## config.mk

```make
export PLATFORM = sky130hd
export DESIGN_NAME = sscs_top
export DESIGN_NICKNAME = d
export VERILOG_FILES = /design/src/sscs_pkg.sv /design/src/sscs_div_if.sv /design/src/sscs_cpu_div.sv /design/src/sscs_top.sv
export SDC_FILE = /design/constraint.sdc
export NUM_CORES = 1
export LEC_CHECK = 0
export BUFFER_PORTS_ARGS = -buffer_cell sky130_fd_sc_hd__buf_2
export CAP_MARGIN = 30
export CORE_MARGIN = 3
export CORE_UTILIZATION = 61
export CTS_BUF_LIST = sky130_fd_sc_hd__clkbuf_2 sky130_fd_sc_hd__clkbuf_4 sky130_fd_sc_hd__clkbuf_8
export DETAILED_ROUTE_END_ITERATION = 7
export PLACE_DENSITY = 0.87
export SETUP_SLACK_MARGIN = 0.1
export SYNTH_ARGS = -nofsm -noshare
export SYNTH_HDL_FRONTEND = slang
export SYNTH_SLANG_ARGS = --single-unit
```

## constraint.sdc

```tcl
create_clock -name clk -period 7.1 [get_ports clk]
set_input_delay 0.355 -clock clk [delete_from_list [all_inputs] [get_ports clk]]
set_output_delay 0.355 -clock clk [all_outputs]
set_load 0.05 [all_outputs]
```

## src/sscs_pkg.sv

```systemverilog
package sscs_pkg;

  // ----------------------------------------------------------------
  // register map (word aligned byte addresses)
  // ----------------------------------------------------------------
  localparam logic [4:0] ADR_PIN_MODE  = 5'h00;
  localparam logic [4:0] ADR_HS_OSC    = 5'h04;
  localparam logic [4:0] ADR_MAIN_MODE = 5'h08;
  localparam logic [4:0] ADR_INT_OSC   = 5'h0C;
  localparam logic [4:0] ADR_CPU_DIV   = 5'h10;
  localparam logic [4:0] ADR_STAB_SEL  = 5'h14;
  localparam logic [4:0] ADR_STAB_CNT  = 5'h18;

  // ----------------------------------------------------------------
  // field positions
  // ----------------------------------------------------------------
  localparam int BIT_EXT_CLK_SELECT    = 7;
  localparam int BIT_OSC_PIN_SELECT    = 6;
  localparam int BIT_HS_CLK_STOP       = 7;
  localparam int BIT_PERIPH_SRC_SELECT = 2;
  localparam int BIT_MAIN_SRC_STATUS   = 1;
  localparam int BIT_MAIN_SRC_SELECT   = 0;
  localparam int BIT_INT_OSC_STABLE    = 7;
  localparam int BIT_INT_OSC_STOP      = 0;

  // ----------------------------------------------------------------
  // reset values and divider codes
  // ----------------------------------------------------------------
  localparam logic       RST_HS_CLK_STOP = 1'b1;
  localparam logic [2:0] RST_CPU_DIV     = 3'h1;
  localparam logic [2:0] RST_STAB_SEL    = 3'h7;
  localparam logic [2:0] DIV_CODE_MAX    = 3'h4;

  // ----------------------------------------------------------------
  // timing
  // ----------------------------------------------------------------
  localparam int          CLK_PERIOD_PS    = 5000;
  localparam int          INT_STAB_NS      = 1000;
  localparam int          INT_STAB_CYC     = (INT_STAB_NS * 1000 + CLK_PERIOD_PS - 1) / CLK_PERIOD_PS;
  localparam logic [8:0]  INT_STAB_CNT_MAX = INT_STAB_CYC[8:0];
  localparam logic [7:0]  INT_OSC_DIV_LAST = 8'h18;
  localparam logic [15:0] STAB_BASE        = 16'h0100;

  // ----------------------------------------------------------------
  // state
  // ----------------------------------------------------------------
  typedef struct packed {
    logic        ext_clk_select;
    logic        osc_pin_select;
    logic        hs_clk_stop;
    logic        periph_src_select;
    logic        periph_src_locked;
    logic        main_src_select;
    logic        main_src_status;
    logic        int_osc_stop;
    logic        int_osc_stable;
    logic        stop_mode;
    logic        wake_wait;
    logic [2:0]  cpu_div;
    logic [2:0]  stab_sel;
    logic [15:0] stab_cnt;
    logic [7:0]  int_div_cnt;
    logic [8:0]  int_stab_cnt;
    logic        int_pulse;
    logic        hs_pulse;
    logic [2:0]  xtal_sync;
    logic [2:0]  ext_sync;
    logic        xtal_lvl;
    logic        ext_lvl;
    logic        ack;
    logic [31:0] rdata;
  } sscs_state_s;

  typedef struct packed {
    logic [3:0] cnt;
    logic [2:0] code;
    logic       cpu_en;
  } sscs_div_state_s;

endpackage

```

## src/sscs_div_if.sv

```systemverilog
`timescale 1ns/1ps
`default_nettype none
interface sscs_div_if;
  logic       main_en;
  logic       run;
  logic [2:0] code;
  logic       cpu_en;

  modport src (output main_en, output run, output code, input cpu_en);
  modport div (input main_en, input run, input code, output cpu_en);
endinterface
`default_nettype wire

```

## src/sscs_cpu_div.sv

```systemverilog
`timescale 1ns/1ps
`default_nettype none
module sscs_cpu_div
  import sscs_pkg::*;
(
  // clock and reset
  input  wire logic clk,
  input  wire logic rst_n_sync,
  // divider link
  sscs_div_if.div   dv
);

  // ----------------------------------------------------------------
  // divider
  // ----------------------------------------------------------------
  function automatic logic [3:0] div_last(input logic [2:0] code);
    div_last = 4'((5'h01 << code) - 5'h01);
  endfunction

  sscs_div_state_s st_ff;
  sscs_div_state_s nxt_st;

  always_comb begin
    nxt_st = st_ff;
    nxt_st.cpu_en = 1'b0;
    if (dv.main_en && dv.run) begin
      // code only changes at a period boundary, so no short cpu period
      if (st_ff.cnt == div_last(st_ff.code)) begin
        nxt_st.cnt    = 4'h0;
        nxt_st.cpu_en = 1'b1;
        nxt_st.code   = dv.code;
      end else begin
        nxt_st.cnt = 4'(st_ff.cnt + 4'h1);
      end
    end
  end

  always_ff @(posedge clk or negedge rst_n_sync) begin
    if (!rst_n_sync) begin
      st_ff <= '{cnt: 4'h0, code: RST_CPU_DIV, cpu_en: 1'b0};
    end else begin
      st_ff <= nxt_st;
    end
  end

  assign dv.cpu_en = st_ff.cpu_en;
endmodule
`default_nettype wire

```

## src/sscs_top.sv

```systemverilog
// The register offsets and register access over Avalon-MM were decided locally.
`timescale 1ns/1ps
`default_nettype none
// Notes on behaviour
// - pin select 1, ext select 0: pins run the crystal oscillator.
// - both selects 1: pin a stays port, pin b takes external clock.
// - after reset both high-speed pins are input ports.
// - clearing hs stop starts crystal or enables external clock input.
// - setting hs stop halts crystal or disables external clock input.
// - periph select and main select 1: high-speed clock feeds main and periph.
// - periph select 0: internal for both; 1 with main 0: periph high-speed.
// - main on high-speed forces periph onto high-speed too.
// - cpu clock is main divided by 1,2,4,8,16; other codes refused.
// - stop request enters stop mode and halts high-speed clock.
// - read-only status shows 1 on high-speed, 0 on internal clock.
// - clearing internal stop restarts internal oscillator.
// - internal stable flag rises once oscillator settled.
// - after reset internal oscillator runs and drives cpu.
// - ext select bit 7, pin select bit 6 of pin mode register.
// - periph select bit 2, main select bit 0 of main mode register.
// - periph select may change once per reset; later writes ignored.
module sscs_top
  import sscs_pkg::*;
(
  // clock and reset
  input  wire logic        clk,
  input  wire logic        rst_n,
  // avalon-mm slave
  input  wire logic [4:0]  address,
  input  wire logic        read,
  input  wire logic        write,
  input  wire logic [31:0] writedata,
  input  wire logic [3:0]  byteenable,
  output logic      [31:0] readdata,
  output logic             waitrequest,
  // oscillator pins
  input  wire logic        xtal_osc_in,
  input  wire logic        ext_clk_pin_in,
  output logic             xtal_amp_en,
  output logic             ext_clk_in_en,
  output logic             port_pin_a_is_port,
  output logic             port_pin_b_is_port,
  // standby
  input  wire logic        stop_req,
  input  wire logic        wake_req,
  output logic             stop_mode,
  // clock enables
  output logic             main_clk_en,
  output logic             periph_clk_en,
  output logic             cpu_clk_en
);

  // ----------------------------------------------------------------
  // reset release
  // ----------------------------------------------------------------
  logic [1:0] rst_sync_ff;
  logic       rst_n_sync;

  always_ff @(posedge clk or negedge rst_n) begin
    if (!rst_n) begin
      rst_sync_ff <= 2'b00;
    end else begin
      rst_sync_ff <= {rst_sync_ff[0], 1'b1};
    end
  end
  assign rst_n_sync = rst_sync_ff[1];

  // ----------------------------------------------------------------
  // state and derived levels
  // ----------------------------------------------------------------
  sscs_state_s st_ff;
  sscs_state_s nxt_st;
  sscs_div_if  div_if ();

  logic hs_run;
  logic int_run;
  logic xtal_mode;
  logic ext_mode;
  logic want_hs;
  logic stab_done;
  logic req;
  logic wr_go;

  assign xtal_mode = st_ff.osc_pin_select && !st_ff.ext_clk_select;
  assign ext_mode  = st_ff.osc_pin_select && st_ff.ext_clk_select;
  assign hs_run    = st_ff.osc_pin_select && !st_ff.hs_clk_stop && !st_ff.stop_mode;
  assign int_run   = !st_ff.int_osc_stop && !st_ff.stop_mode;
  assign want_hs   = st_ff.periph_src_select && st_ff.main_src_select;
  // only after a wake does cpu on high-speed wait for the settle count
  assign stab_done = !st_ff.main_src_status || !st_ff.wake_wait ||
                     (st_ff.stab_cnt >= (STAB_BASE << st_ff.stab_sel));
  assign req       = read || write;
  assign wr_go     = write && st_ff.ack && byteenable[0];

  // ----------------------------------------------------------------
  // next state
  // ----------------------------------------------------------------
  always_comb begin
    nxt_st = st_ff;
    nxt_st.int_pulse = 1'b0;
    nxt_st.hs_pulse  = 1'b0;

    // pin inputs: three stages, a change counts once stages two and three agree
    nxt_st.xtal_sync = {st_ff.xtal_sync[1:0], xtal_osc_in};
    nxt_st.ext_sync  = {st_ff.ext_sync[1:0], ext_clk_pin_in};
    if (st_ff.xtal_sync[1] == st_ff.xtal_sync[2]) begin
      nxt_st.xtal_lvl = st_ff.xtal_sync[2];
    end
    if (st_ff.ext_sync[1] == st_ff.ext_sync[2]) begin
      nxt_st.ext_lvl = st_ff.ext_sync[2];
    end
    if (hs_run) begin
      if (xtal_mode && nxt_st.xtal_lvl && !st_ff.xtal_lvl) begin
        nxt_st.hs_pulse = 1'b1;
      end
      if (ext_mode && nxt_st.ext_lvl && !st_ff.ext_lvl) begin
        nxt_st.hs_pulse = 1'b1;
      end
    end

    // stabilisation counter runs only while the high-speed source runs
    if (!hs_run) begin
      nxt_st.stab_cnt = 16'h0000;
    end else if (st_ff.hs_pulse && st_ff.stab_cnt != 16'hFFFF) begin
      nxt_st.stab_cnt = 16'(st_ff.stab_cnt + 16'h0001);
    end

    // internal oscillator model and its settle timer
    if (!int_run) begin
      nxt_st.int_div_cnt    = 8'h00;
      nxt_st.int_stab_cnt   = 9'h000;
      nxt_st.int_osc_stable = 1'b0;
    end else begin
      if (st_ff.int_div_cnt == INT_OSC_DIV_LAST) begin
        nxt_st.int_div_cnt = 8'h00;
        nxt_st.int_pulse   = 1'b1;
      end else begin
        nxt_st.int_div_cnt = 8'(st_ff.int_div_cnt + 8'h01);
      end
      if (st_ff.int_stab_cnt == INT_STAB_CNT_MAX) begin
        nxt_st.int_osc_stable = 1'b1;
      end else begin
        nxt_st.int_stab_cnt = 9'(st_ff.int_stab_cnt + 9'h001);
      end
    end

    // main source switches only on a pulse of the new source
    if (want_hs && !st_ff.main_src_status && st_ff.hs_pulse) begin
      nxt_st.main_src_status = 1'b1;
    end
    if (!want_hs && st_ff.main_src_status && st_ff.int_pulse) begin
      nxt_st.main_src_status = 1'b0;
    end

    // standby
    if (stop_req) begin
      nxt_st.stop_mode = 1'b1;
    end else if (wake_req) begin
      nxt_st.stop_mode = 1'b0;
    end
    // settle wait armed by stop; dropped once settled or back on internal
    if (stop_req) begin
      nxt_st.wake_wait = 1'b1;
    end else if (!st_ff.stop_mode && stab_done) begin
      nxt_st.wake_wait = 1'b0;
    end

    // bus: one wait cycle, read data captured during it
    nxt_st.ack = req && !st_ff.ack;
    nxt_st.rdata = 32'h0000_0000;
    case (address)
      ADR_PIN_MODE: begin
        nxt_st.rdata[BIT_EXT_CLK_SELECT] = st_ff.ext_clk_select;
        nxt_st.rdata[BIT_OSC_PIN_SELECT] = st_ff.osc_pin_select;
      end
      ADR_HS_OSC: begin
        nxt_st.rdata[BIT_HS_CLK_STOP] = st_ff.hs_clk_stop;
      end
      ADR_MAIN_MODE: begin
        nxt_st.rdata[BIT_PERIPH_SRC_SELECT] = st_ff.periph_src_select;
        nxt_st.rdata[BIT_MAIN_SRC_STATUS]   = st_ff.main_src_status;
        nxt_st.rdata[BIT_MAIN_SRC_SELECT]   = st_ff.main_src_select;
      end
      ADR_INT_OSC: begin
        nxt_st.rdata[BIT_INT_OSC_STABLE] = st_ff.int_osc_stable;
        nxt_st.rdata[BIT_INT_OSC_STOP]   = st_ff.int_osc_stop;
      end
      ADR_CPU_DIV: begin
        nxt_st.rdata[2:0] = st_ff.cpu_div;
      end
      ADR_STAB_SEL: begin
        nxt_st.rdata[2:0] = st_ff.stab_sel;
      end
      ADR_STAB_CNT: begin
        nxt_st.rdata[15:0] = st_ff.stab_cnt;
      end
      default: begin
        nxt_st.rdata = 32'h0000_0000;
      end
    endcase

    if (wr_go) begin
      case (address)
        ADR_PIN_MODE: begin
          nxt_st.ext_clk_select = writedata[BIT_EXT_CLK_SELECT];
          nxt_st.osc_pin_select = writedata[BIT_OSC_PIN_SELECT];
        end
        ADR_HS_OSC: begin
          nxt_st.hs_clk_stop = writedata[BIT_HS_CLK_STOP];
        end
        ADR_MAIN_MODE: begin
          nxt_st.main_src_select = writedata[BIT_MAIN_SRC_SELECT];
          if (!st_ff.periph_src_locked &&
              writedata[BIT_PERIPH_SRC_SELECT] != st_ff.periph_src_select) begin
            nxt_st.periph_src_select = writedata[BIT_PERIPH_SRC_SELECT];
            nxt_st.periph_src_locked = 1'b1;
          end
        end
        ADR_INT_OSC: begin
          nxt_st.int_osc_stop = writedata[BIT_INT_OSC_STOP];
        end
        ADR_CPU_DIV: begin
          // prohibited codes leave the running ratio untouched
          if (writedata[2:0] <= DIV_CODE_MAX) begin
            nxt_st.cpu_div = writedata[2:0];
          end
        end
        ADR_STAB_SEL: begin
          nxt_st.stab_sel = writedata[2:0];
        end
        default: begin
          nxt_st.stab_sel = st_ff.stab_sel;
        end
      endcase
    end
  end

  always_ff @(posedge clk or negedge rst_n_sync) begin
    if (!rst_n_sync) begin
      st_ff                 <= '0;
      st_ff.hs_clk_stop     <= RST_HS_CLK_STOP;
      st_ff.cpu_div         <= RST_CPU_DIV;
      st_ff.stab_sel        <= RST_STAB_SEL;
    end else begin
      st_ff <= nxt_st;
    end
  end

  // ----------------------------------------------------------------
  // outputs
  // ----------------------------------------------------------------
  assign readdata           = st_ff.rdata;
  assign waitrequest        = req && !st_ff.ack;
  assign xtal_amp_en        = xtal_mode && hs_run;
  assign ext_clk_in_en      = ext_mode && hs_run;
  assign port_pin_a_is_port = !xtal_mode;
  assign port_pin_b_is_port = !st_ff.osc_pin_select;
  assign stop_mode          = st_ff.stop_mode;
  // enables are whole pulses of one source, so a switch cannot cut one
  assign main_clk_en   = st_ff.main_src_status ? st_ff.hs_pulse : st_ff.int_pulse;
  assign periph_clk_en = (st_ff.periph_src_select || st_ff.main_src_status) ?
                         st_ff.hs_pulse : st_ff.int_pulse;

  assign div_if.main_en = main_clk_en;
  assign div_if.run     = !st_ff.stop_mode && stab_done;
  assign div_if.code    = st_ff.cpu_div;
  assign cpu_clk_en     = div_if.cpu_en;

  sscs_cpu_div u_div (
    .clk        (clk),
    .rst_n_sync (rst_n_sync),
    .dv         (div_if)
  );
endmodule
`default_nettype wire

```

==> summary.md <==
| Metric | Value |
|---|---|
| Fin Setup TNS | `0 ps` |
| Synth async-reset ratio | `100.0%` |
| Hold_buf cts | `1` |
| Dpl ws | `4255 ps` |
| Post-Syn Area | `4466 µm²` |
| Final WS setup | `4287 ps` |
| Slew HR | `46.42%` |
| Achievable clock frequency | `0.3555 GHz` |
| DRC Markers | `0` |
| Slew of the pin with the lowest slew margin | `796.3 ps` |
| Largest net degree at the start of global routing | `62` |
| Sequential-to-total area share from yosys stat | `48.92%` |
| Detailed-route via count | `3117` |
| Root buffer cell | `clkbuf_8` |
| Dpl cell area | `4602 µm²` |
| Setup bufs post-CTS | `0` |
| Placed Cells | `538` |
| Status | `finished clean` |
| Design area | `4787 µm²` |
| Clock tree buffer depth | `2` |
| First-pass GRT wire length | `14.18 mm` |
| Total power | `0.9273 mW` |
| Commonest cells in the netlist | `dfrtp_1 (81), nor2_1 (52), buf_4 (32)` |
| H-tree depth | `3` |
| Initial DRT Pass Iterations | `4` |
| CTS tree | `built` |
| Warnings, synthesis | `0` |
| Nets | `519` |
| Data required time of the critical path | `7340 ps` |
| Post-Layout Cell Count | `555` |
| Reg clk slew, reported paths | `90 ps` |
| Top-count cell post-synth | `dfrtp_1` |
| GRT overflow | `0` |
| FF-to-FF Start | `st_ff[78]$_DFFE_PN1P_` |
| Number of global-route vias before repair | `3043` |
| Placer Congestion | `0.8699` |
| Peak supply drop | `0.1262 mV` |
| Die X | `91.56 µm` |
| Top cells by area, synth | `dfrtp_1 (45%), buf_4 (5.4%), ha_1 (4.5%)` |
| Post-DP HPWL | `6.090 mm` |
| CP Max Fanout | `10` |
| Period utilisation layout | `39.62%` |
| Post-synth top area share | `45.39%` |
| Fin. Hold Viols | `0` |
| Final Skew | `13.88 ps` |
| Cells after synthesis | `426` |
| Synthesized flop and latch total | `87` |
| Worst hold path type | `input port to flop` |
| Clk sink count | `87` |
| Setup Viol. Count Final | `0` |
| Synth Flop Type | `dfrtp_1` |
| Hold path start | `xtal_osc_in` |
| I/O pin cnt | `90` |
| Rows | `30` |
| Leak | `2.225 nW` |
| CTS resizes | `0` |
| Antenna cell count | `0` |
| EDFF count, synth | `0` |
| Clk_lat worst skew | `360 ps` |
| Max-cap violations | `0` |
| Syn avg cell area | `10.48 µm²` |
| Die height | `91.56 µm` |
| Worst Path Arrival | `3060 ps` |
| Die area | `8383 µm²` |
| Initial core utilization | `64.31%` |
| Area Growth Syn to Fin | `7.201%` |
| Layout cells sized above 1 | `20.26%` |
| Final Max Slew Viols | `0` |
| Vias per inst | `5.616` |
| PD cells | `193.7 nW/µm²` |
| I/O Buffers | `43` |
| Worst setup startpoint | `st_ff[78]$_DFFE_PN1P_` |
| Routed WL | `8.306 mm` |
| Routed Antenna Nets | `0` |
| Worst setup SP type | `flop` |
| DR WL/cell | `14.97 µm` |
| Core area | `6944 µm²` |
| Crit path capture type | `flop` |
| Hold Worst Slack | `93.08 ps` |
| Synth cell types | `58` |
| Layout Utilization | `68.94%` |
| Setup Crit Path Kind | `flop to flop` |
| Post-layout min period | `2813 ps` |
| Most area-hungry cell type in the Yosys netlist | `dfrtp_1` |
| CTS Buf Count | `9` |
| Iter 0 DRT Violations | `219` |
| Unrepaired setup endpoints after global routing | `false` |
| Initial antenna violation count | `0` |
| Total global-route track usage | `21.35%` |
## metal layers
layer,track usage [%],share of wire [%],vias up
met5,0,0,-
met4,10.18,1.9,0
met3,3.563,4.9,15
met2,36.03,50,80
met1,26.62,43,1549
li1,-,-,1473
## cells by family after synthesis
kind of cell             synth area share (%)
AO/OA/AOI/OAI                           7.957
XOR/XNOR                                5.492
adder cells (fa/ha/maj)                 4.931
buffers and inverters                   7.929
flip-flops                              48.92
multiplexers                            5.183
other                                  0.1682
AND/OR/NAND/NOR                         19.42
## placed cells by master, fill, tap and decap left out, types with 3 or more instances in the layout
cell type	instances
and4_1	3
o21ai_0	6
a21o_1	3
nand4b_1	3
ha_1	16
inv_1	16
conb_1	17
buf_2	43
clkbuf_8	10
nor4_1	3
nand2b_1	4
o2111ai_1	4
xor2_1	16
mux2i_1	4
and3_1	8
mux2_2	13
a21oi_1	5
nor2b_1	3
xnor2_1	12
nand4_1	4
or3_1	6
nand3_1	16
dfstp_2	6
a22oi_1	6
and2_1	17
nand3b_1	5
mux2_4	3
nor3_1	10
dfrtp_1	80
nor2_1	52
clkinv_2	3
nand2_1	21
## registers in the layout, indices dropped and copies added, names as in the netlist
name / flops
rst_sync_ff: 2
u_div.st_ff: 7
st_ff: 53
div_if.code: 3
stop_mode: 1
readdata: 16
u_div.dv.cpu_en: 1
nxt_st: 4
## critical path: stages, from the launching register on
cell	delay, ps
dfstp_2	620
or3b_2	460
ha_1	290
nand4_1	90
or3_1	340
o32ai_2	230
and2_1	330
mux2_4	320
## layout make-up
type	count	area, µm²
sequential	87	2188
clock inverter	4	22.52
clock buffer	12	152.6
fill	545	2157
inverter	16	60.06
tap	96	120.1
timing repair buffer	46	260.3
multi-input combinational	294	1983
## worst paths after layout
| kind | cells after the start | slack, ps | end |
|---|---|---|---|
| hold / removal | 1 | 90 | nxt_st[39]$_DFF_PN0_ |
| setup / recovery | 7 | 4290 | u_div.st_ff[2]$_DFFE_PN0P_ |
| max in group asynchronous | 1 | 6220 | st_ff[76]$_DFFE_PN1P_ |
| min in group asynchronous | 0 | 230 | st_ff[32]$_DFF_PN0_ |
| setup reg to reg | 7 | 4290 | u_div.st_ff[2]$_DFFE_PN0P_ |
| hold reg to reg | 0 | 230 | st_ff[32]$_DFF_PN0_ |
## where the power goes
group          leakage (nW)  total (mW)  switching, mW  internal (mW)
Clock                0.0930       0.313          0.170          0.143
Sequential             1.15       0.528         0.0174          0.511
Combinational         0.985      0.0856         0.0590         0.0266
Total                  2.23       0.927          0.247          0.681
(Power assumes the default switching activity.)
